### config.mk
export PLATFORM = sky130hd
export DESIGN_NAME = msc_sideband
export DESIGN_NICKNAME = d
export VERILOG_FILES = /design/src/rtl/msc_pkg.sv /design/src/rtl/msc_sideband.sv /design/src/rtl/msc_sync.sv
export SDC_FILE = /design/constraint.sdc
export NUM_CORES = 1
export LEC_CHECK = 0
export ABC_AREA = 1
export BUFFER_PORTS_ARGS = -buffer_cell sky130_fd_sc_hd__buf_4
export CAP_MARGIN = 20
export CELL_PAD_IN_SITES_DETAIL_PLACEMENT = 1
export CELL_PAD_IN_SITES_GLOBAL_PLACEMENT = 1
export CORE_ASPECT_RATIO = 0.9
export CORE_MARGIN = 2
export CORE_UTILIZATION = 40
export CTS_CLUSTER_DIAMETER = 200
export DETAILED_ROUTE_END_ITERATION = 7
export GPL_ROUTABILITY_DRIVEN = 0
export PLACE_DENSITY = 0.76
export SETUP_SLACK_MARGIN = 0.2
export SLEW_MARGIN = 20
export SYNTH_ARGS = -nofsm -noshare
export SYNTH_HDL_FRONTEND = slang
export SYNTH_HIERARCHICAL = 1
export SYNTH_SLANG_ARGS = --single-unit
### constraint.sdc
create_clock -name CLK -period 1.7 [get_ports CLK]
set_input_delay 0.255 -clock CLK [delete_from_list [all_inputs] [get_ports CLK]]
set_output_delay 0.255 -clock CLK [all_outputs]
set_load 0.1 [all_outputs]
### src/rtl/msc_pkg.sv
// ---------------------------------------------------------------
// sideband control constants
// ---------------------------------------------------------------
package msc_pkg;

    // ---------------------------------------------------------------
    // timing
    // ---------------------------------------------------------------
    localparam int CLK_PERIOD_NS = 100;                      // 10 MHz
    localparam int RESET_MIN_NS  = 1000;                     // least reset pulse, plain default
    localparam int INIT_NS       = 2000;                     // settle time before reset complete
    // least times round up to whole cycles
    localparam int RESET_MIN_CYC = (RESET_MIN_NS + CLK_PERIOD_NS - 1) / CLK_PERIOD_NS;
    localparam int INIT_CYC      = (INIT_NS + CLK_PERIOD_NS - 1) / CLK_PERIOD_NS;

    // ---------------------------------------------------------------
    // widths and reset values
    // ---------------------------------------------------------------
    localparam int         NUM_FAULT_SRC  = 4;               // fault sources beside reset done
    localparam int         CNT_W          = 16;
    localparam int         SYNC_W         = 6;
    localparam int         FLAG_DONE      = 0;               // reset-complete flag position
    // bits: driven, select_n, reset_n, low_power, scl, sda
    localparam logic [5:0] SYNC_RESET_VAL = 6'h1F;

    // ---------------------------------------------------------------
    // control states
    // ---------------------------------------------------------------
    typedef enum logic [1:0] {
        ST_INIT  = 2'b00,                                    // settling after reset
        ST_RUN   = 2'b01,                                    // normal operation
        ST_HELD  = 2'b10,                                    // reset pin low, timing it
        ST_RESET = 2'b11                                     // reset accepted
    } msc_state_e;

endpackage : msc_pkg

### src/rtl/msc_sideband.sv
`timescale 1ns/1ns
// ---------------------------------------------------------------
// module sideband control
// ---------------------------------------------------------------
// How it works
// - the two-wire bus reaches the management engine only while select is held low.
// - with select high the bus is held idle inward and the data line is released.
// - a select pin the host does not drive reads as high, so the module is deselected.
// - a reset pin low for longer than the least pulse width resets all user settings.
// - the end of reset sets the reset-complete flag, which pulls the interrupt low.
// - power-up or hot insertion also ends in a reset-complete flag with no pulse.
// - the interrupt pin is only pulled low or released, never driven high.
// - the presence pin is tied low inside the module.
// - a high low-power pin puts the module in low-power state.
module msc_sideband #(
    parameter int RESET_MIN_CYC = msc_pkg::RESET_MIN_CYC,
    parameter int INIT_CYC      = msc_pkg::INIT_CYC,
    parameter int NSRC          = msc_pkg::NUM_FAULT_SRC
) (
    // clock and reset
    input  wire logic          CLK,
    input  wire logic          RST_B,
    // host sideband pins
    input  wire logic          MODULE_SELECT_N,
    input  wire logic          MODULE_SELECT_DRIVEN,
    input  wire logic          MODULE_RESET_N,
    input  wire logic          LOW_POWER_REQUEST,
    output logic               FAULT_INTERRUPT_N_OUT,
    output logic               FAULT_INTERRUPT_N_OE_N,
    output logic               PRESENCE_N,
    // two-wire bus pins
    input  wire logic          SCL_IN,
    input  wire logic          SDA_IN,
    output logic               SDA_OUT,
    output logic               SDA_OE_N,
    // management engine side
    output logic               BUS_SCL,
    output logic               BUS_SDA,
    input  wire logic          ENGINE_SDA_LOW,
    input  wire logic [NSRC:0] INT_CLEAR,
    input  wire logic [NSRC:1] FAULT_EVENT,
    output logic      [NSRC:0] INT_FLAGS,
    output logic               STATUS_VALID,
    output logic               SETTINGS_RESET,
    output logic               LOW_POWER_MODE
);

    // ---------------------------------------------------------------
    // state
    // ---------------------------------------------------------------
    typedef struct packed {
        msc_pkg::msc_state_e         state;
        logic [msc_pkg::CNT_W-1:0]   cnt;
        logic [NSRC:0]               flags;
        logic                        bus_scl;
        logic                        bus_sda;
        logic                        sda_oe_n;
        logic                        settings_reset;
        logic                        status_valid;
        logic                        low_power;
    } msc_regs_s;

    localparam logic [msc_pkg::CNT_W-1:0] MIN_CNT  = msc_pkg::CNT_W'(RESET_MIN_CYC);
    localparam logic [msc_pkg::CNT_W-1:0] INIT_END = msc_pkg::CNT_W'(INIT_CYC - 1);

    msc_regs_s                    r;
    msc_regs_s                    next_r;
    logic [msc_pkg::SYNC_W-1:0]   pins_s;
    logic                         driven_s;
    logic                         sel_n_s;
    logic                         rst_n_s;
    logic                         lp_s;
    logic                         scl_s;
    logic                         sda_s;
    logic                         sel_eff_n;
    logic                         bus_active;

    // ---------------------------------------------------------------
    // pin synchronisers
    // ---------------------------------------------------------------
    msc_sync #(
        .WIDTH     (msc_pkg::SYNC_W),
        .RESET_VAL (msc_pkg::SYNC_RESET_VAL)
    ) u_sync (
        .CLK      (CLK),
        .RST_B    (RST_B),
        .ASYNC_IN ({MODULE_SELECT_DRIVEN, MODULE_SELECT_N, MODULE_RESET_N,
                    LOW_POWER_REQUEST, SCL_IN, SDA_IN}),
        .SYNC_OUT (pins_s)
    );

    assign {driven_s, sel_n_s, rst_n_s, lp_s, scl_s, sda_s} = pins_s;

    // ---------------------------------------------------------------
    // select gating
    // ---------------------------------------------------------------
    // undriven select behaves as the internal pull-up
    assign sel_eff_n  = driven_s ? sel_n_s : 1'b1;
    // bus also shut out while a reset runs, status is not valid then
    assign bus_active = !sel_eff_n && (r.state == msc_pkg::ST_RUN);

    // ---------------------------------------------------------------
    // next-state logic
    // ---------------------------------------------------------------
    always_comb begin
        next_r = r;
        // sticky flags: an event in the clear cycle survives
        next_r.flags = (r.flags & ~INT_CLEAR) | {FAULT_EVENT, 1'b0};
        // deselected: idle lines inward, data line released
        next_r.bus_scl   = bus_active ? scl_s : 1'b1;
        next_r.bus_sda   = bus_active ? sda_s : 1'b1;
        next_r.sda_oe_n  = !(bus_active && ENGINE_SDA_LOW);
        next_r.low_power = lp_s;
        case (r.state)
            msc_pkg::ST_INIT: begin
                next_r.cnt = r.cnt + 1'b1;
                if (r.cnt >= INIT_END) begin
                    next_r.state                    = msc_pkg::ST_RUN;
                    next_r.cnt                      = '0;
                    next_r.status_valid             = 1'b1;
                    next_r.flags[msc_pkg::FLAG_DONE] = 1'b1;
                end
            end
            msc_pkg::ST_RUN: begin
                if (!rst_n_s) begin
                    next_r.state = msc_pkg::ST_HELD;
                    next_r.cnt   = msc_pkg::CNT_W'(1);
                end
            end
            msc_pkg::ST_HELD: begin
                // a pulse no longer than the least width is a glitch
                if (rst_n_s) begin
                    next_r.state = msc_pkg::ST_RUN;
                    next_r.cnt   = '0;
                end else if (r.cnt >= MIN_CNT) begin
                    next_r.state          = msc_pkg::ST_RESET;
                    next_r.cnt            = '0;
                    next_r.settings_reset = 1'b1;
                    next_r.status_valid   = 1'b0;
                    next_r.flags          = '0;
                end else begin
                    next_r.cnt = r.cnt + 1'b1;
                end
            end
            msc_pkg::ST_RESET: begin
                // defaults held until the host lets go
                next_r.flags = '0;
                if (rst_n_s) begin
                    next_r.state          = msc_pkg::ST_INIT;
                    next_r.settings_reset = 1'b0;
                end
            end
            default: begin
                next_r.state = msc_pkg::ST_INIT;
                next_r.cnt   = '0;
            end
        endcase
    end

    // ---------------------------------------------------------------
    // state register
    // ---------------------------------------------------------------
    // power-up counts as hot insertion: start settling, no pulse needed
    always_ff @(posedge CLK) begin
        if (!RST_B) begin
            r.state          <= msc_pkg::ST_INIT;
            r.cnt            <= '0;
            r.flags          <= '0;
            r.bus_scl        <= 1'b1;
            r.bus_sda        <= 1'b1;
            r.sda_oe_n       <= 1'b1;
            r.settings_reset <= 1'b0;
            r.status_valid   <= 1'b0;
            r.low_power      <= 1'b1;
        end else begin
            r <= next_r;
        end
    end

    // ---------------------------------------------------------------
    // outputs
    // ---------------------------------------------------------------
    assign FAULT_INTERRUPT_N_OUT  = 1'b0;
    assign FAULT_INTERRUPT_N_OE_N = ~|r.flags;
    assign PRESENCE_N             = 1'b0;
    assign SDA_OUT                = 1'b0;
    assign SDA_OE_N               = r.sda_oe_n;
    assign BUS_SCL                = r.bus_scl;
    assign BUS_SDA                = r.bus_sda;
    assign INT_FLAGS              = r.flags;
    assign STATUS_VALID           = r.status_valid;
    assign SETTINGS_RESET         = r.settings_reset;
    assign LOW_POWER_MODE         = r.low_power;

    localparam int A_INIT_MAX = INIT_CYC + 4;
    logic [NSRC:1] hit_and_clear;
    assign hit_and_clear = FAULT_EVENT & INT_CLEAR[NSRC:1];
endmodule : msc_sideband

### src/rtl/msc_sync.sv
`timescale 1ns/1ns
// ---------------------------------------------------------------
// two-stage synchroniser for pin inputs
// ---------------------------------------------------------------
module msc_sync #(
    parameter int                WIDTH     = 1,
    parameter logic [WIDTH-1:0]  RESET_VAL = '0
) (
    // clock and reset
    input  wire logic             CLK,
    input  wire logic             RST_B,
    // pins and synchronised copy
    input  wire logic [WIDTH-1:0] ASYNC_IN,
    output logic      [WIDTH-1:0] SYNC_OUT
);

    typedef struct packed {
        logic [WIDTH-1:0] meta;                              // read by stage two only
        logic [WIDTH-1:0] stable;
    } msc_sync_s;

    msc_sync_s r;
    msc_sync_s next_r;

    // shift chain
    always_comb begin
        next_r.meta   = ASYNC_IN;
        next_r.stable = r.meta;
    end

    // reset to the idle pin levels so nothing fires at release
    always_ff @(posedge CLK) begin
        if (!RST_B) begin
            r <= {RESET_VAL, RESET_VAL};
        end else begin
            r <= next_r;
        end
    end

    assign SYNC_OUT = r.stable;

endmodule : msc_sync
# == Word-level counts from Yosys, hierarchy flattened ==
# Cells that the tools add are included.
# W data, S select, Z words.
# totals
register_bits,41
elab_cells,61
in_bits,18
output_inout_bits,15
# op_classes
eq_ne,9
n_reduce_logical,15
order_cmp,2
mux,20
n_bitwise,3
addsub,1
# op_table
op,count
$mux W18,3
$pmux W16 S3,1
$add A16 B1 Y16 const B,1
$ge A16 B4 Y1 const B,1
$ge A16 B5 Y1 const B,1
$mux W16,1
$reduce_and A4 Y1,3
$mux W5,2
$mux W2,4
$ne A2 B2 Y1 const B,4
$pmux W2 S4,1
$pmux W4 S2,1
$and A5 B5 Y5,1
$not A5 Y5,1
$or A5 B5 Y5,1
$reduce_or A5 Y1,1
$eq A2 B2 Y1 const B,2
$mux W1,4
$pmux W1 S2,2
$reduce_and A2 Y1,2
$reduce_bool A2 Y1,2
$logic_not A1 Y1,3
$ne A3 B2 Y1 const B,1
$pmux W1 S3,1
other kinds (5),6

# == Logic depth before layout (Yosys ltp) ==
# logic_depth
ltp_word,6
mapped_depth,11
mapped_depth_nobuf,11

# == Modules after synthesis ==
# The synthesis kept the hierarchy.
# by_module_without_submodules
mod,seq_area_each_um2,instances,cells_each,area_per_inst_um2
msc_sideband,580.6,1,185,1431.4
msc_sync,240.2,1,37,341.6

# == Least setup slack after synthesis ==
# No wires, ideal clock.
# synth_path
path_kind,register -> output
from,"register r, in the netlist INT_FLAGS[4]"
to,output FAULT_INTERRUPT_N_OE_N
n_path_buf,0
stages_incl_launch_ff,3
required_ps,1445
arrival_time_ps,2684
path_slack_ps,-1239
path_cell_list,dfxtp_1 nor3_1 nor3b_1
# synth_via
elab_chain_cells,2
# synth_rtl
element,line,text
start: declaration,msc_sideband.sv:66,msc_regs_s r;
start signal: assignment,msc_sideband.sv:176,r <= next_r;
$reduce_or A5 Y1,msc_sideband.sv:184,assign FAULT_INTERRUPT_N_OE_N = ~|r.flags;
$logic_not A1 Y1,msc_sideband.sv:184,
end: declaration,msc_sideband.sv:29,"output logic FAULT_INTERRUPT_N_OE_N,"
# No other way between the ends.

# == Final worst setup path ==
# layout_path
from,register r[28] (netlist name)
to,register r[27] (netlist name)
# layout_via
elab_chain_cells,3
word_cells_on_any_way,10
cone_classes,7 x eq/ne; 1 x mux; 2 x reduce/logical
# layout_rtl
element,line,text
"$eq A2 B2 Y1, or another cell as far along",msc_sideband.sv:114,case (r.state)
"$ne A3 B2 Y1 (no line), or another cell as far along",-,
$reduce_and A4 Y1 (no line),-,
# Parallel ways exist; a longest one is shown, timed or not.
# A chain may end at the register's enable or synchronous reset.

==> impl_metrics.csv <==
group,metric,value,unit
clock_tree,hold_buffers,0,
yosys,synth_top_family_by_area,"simple AND/OR/NAND/NOR gates",
route,first_pass_iters,4,
yosys,synth-xor-area-share,0.988,%
yosys,yosysTopAreaCellShare,46.3,%
place,portBuffers,29,
yosys,syn_inst,222,
floorplanning,die_h,67.2,um
yosys,synth_mux_area_share,0,%
floorplanning,die_area,0.00498,mm2
power,ir_drop,0.603,mV
global_routing,antenna_found_initial,0,
place,preCtsSetupSlack,78.0,ps
global_routing,gr-usage-all-layers,18.5,%
yosys,synth_area_leaders,"dfxtp_1 46%, nand2_1 11%, inv_1 6.6%",
yosys,synth-edff-count,0,
timing,max_freq,0.659,GHz
floorplanning,io_pins,33,
yosys,yosys.area_share.simple,27.5,%
clock_tree,cts_tree,"built",
floorplanning,die_w,74.2,um
global_routing,grt_pass1_wl,6.67,mm
critical_path,crit_start,"r[28]",
timing,finalSetupViolations,0,
run,drv_cap,0,
timing,rsz0062_at_grt,"yes",
finish,num-fill-cells,500,
finish,fin_cells,327,
route,post_drt_wl_per_cell,13.8,um
finish,n_antenna_cell,0,
finish,drive_above_1_share,41.6,%
worst_hold_path,hold_class,"in -> reg",
yosys,synth.distinct_cells,32,
critical_path,r2r-start,"r[28]",
route,vias,1490,
yosys,postSynth.asyncResetShare,0,%
critical_path,path_class,"reg -> reg",
global_routing,grt_pass1_vias,1422,
yosys,synth_ff_type,"dfxtp_1",
timing,fin_crit_sh,89.2,%
place,dp_hpwl,2.83,mm
yosys,synth_top_cell_by_area,"dfxtp_1",
finish,syn_to_final_growth,37.8,%
timing,skew,9.30,ps
route,drt_iter0_drc,50,
finish,seqCellArea,835,um2
outcome,status,"completed",
power,p_per_area,1060,mW/mm2
clock_tree,root_buffer,"clkbuf_8",
finish,multiInputGateArea,896,um2
clock_tree,clk_pin_slew,80,ps
critical_path,crit_arrival,1750,ps
route,post-route-drc-count,0,
clock_tree,h-tree-depth,2,
power,p_leak,1.13,nW
clock_tree,cts_buffer_depth,2,
critical_path,crit_path_start_kind,"register",
timing,tns,0,ps
critical_path,worstPathRequired,1930,ps
critical_path,critPathMaxFanout,4,
place,dp_cells,304,
route,ant_nets,0,
yosys,synth_area_per_cell,7.99,um2
floorplanning,start_util,42.7,%
global_routing,overflow,0,
yosys,synth_area,0.00177,mm2
yosys,synth_most_common_cell,"nand2_1",
finish,final_util,58.8,%
yosys,ys_seq_elements,41,
route,routed_wl,4.51,mm
timing,period_needed,1520,ps
clock_tree,cts_buffers,5,
critical_path,end_kind,"register",
yosys,synth_compound_area_share,7.69,%
floorplanning,core_region_area,0.00416,mm2
yosys,yosysWarnings,6,
yosys,yosys-top-cells-count,"50 x nand2_1, 41 x dfxtp_1, 31 x inv_1",
route,viasPerCell,4.56,
yosys,yosysSeqAreaShare,46.3,%
yosys,synthAdderAreaFrac,4.94,%
clock_tree,cts.sinks,41,
timing,slew_viol_final,0,
global_routing,grt_max_degree,18,
timing,fin_ws,183,ps
floorplanning,rows,22,
timing,hold_viol,0,
finish,nNetsFinal,291,
worst_hold_path,hp-start,"ENGINE_SDA_LOW",
clock_tree,insertion_delay,300,ps
## path summary, 6_finish.rpt
| check | to | slack [ps] | depth (start not counted) |
|---|---|---|---|
| worst max register to register | r[27] | 180 | 9 |
| worst min-delay path | SDA_OE_N | 120 | 2 |
| worst min register to register | u_sync/SYNC_OUT[0] | 410 | 2 |
| worst max-delay path | r[27] | 180 | 9 |
## cells by family (layout without fill, tap and decap cells)
family	count (synthesis)	after routing
compound gates	21	21
fa+ha+maj	7	7
flops	41	41
other cells	1	3
buf+inv	48	91
xor+xnor	2	2
simple gates	102	102
## stage by stage
step / power (mW) / hold WS [ps] / cell area, um2
finish: 2.59 / 120 / 2440
global placement: 1.59 / 384 / 2030
detailed placement: 1.60 / 390 / 2030
global route: 2.72 / 117 / 2440
CTS: 2.49 / 115 / 2250
floorplan: 1.48 / 324 / 1800
## what timing repair did
item	in CTS	in global routing
gates resized for setup	16	32
pin swaps	6	13
setup buffers	6	9
gates cloned	0	0
endpoints found under the setup margin	8	16
## worst max-delay path, cell delays in order (launching register included)
cell     delay [ps]
dfxtp_4         360
buf_4           130
ha_1            210
inv_2            90
nor2_1           60
nor2_2          200
nand3_2         120
nand2_1          80
nand2_1          60
nor2_2          130
## cell usage in the layout (no fill, tap or decap), drive strengths merged
| cell type | instances |
|---|---|
| o21ai | 7 |
| bufinv | 1 |
| inv | 36 |
| nor3b | 1 |
| ha | 7 |
| nor3 | 9 |
| nor2 | 29 |
| o22ai | 1 |
| xnor2 | 1 |
| clkbuf | 6 |
| clkinvlp | 1 |
| a21oi | 13 |
| nand3 | 6 |
| or2 | 1 |
| nand2 | 53 |
| dfxtp | 41 |
| conb | 3 |
| nand4 | 2 |
| buf | 47 |
| xor2 | 1 |
| nand3b | 1 |
## final cells by class
cell class | instances | area share [%]
Clock buffer | 6 | 3.38
Clock inverter | 2 | 1.54
Timing Repair Buffer | 47 | 15.5
Sequential cell | 41 | 34.2
Inverter | 36 | 5.73
Tap cell | 60 | 3.07
Multi-Input combinational cell | 135 | 36.7
## metal layers
| metal | track usage, % | share of wire (%) |
|---|---|---|
| met3 | 4.48 | 3.5 |
| met4 | 8.64 | 2.6 |
| met1 | 21.8 | 42 |
| met2 | 31.6 | 52 |
| met5 | 0 | 0 |
## sequential cells by signal, summed over array words and instances, names as in the netlist
signal	cells
r	18
BUS_SCL	1
INT_FLAGS	5
LOW_POWER_MODE	1
BUS_SDA	1
SDA_OE_N	1
u_sync/next_r	6
u_sync/SYNC_OUT	6
SETTINGS_RESET	1
STATUS_VALID	1
## report_power, final
part | total, mW | switching [mW] | internal, mW
logic | 0.688 | 0.426 | 0.262
clock network | 0.821 | 0.344 | 0.477
registers | 1.08 | 0.0635 | 1.02
Note: power is estimated with default switching activity, not from simulation.
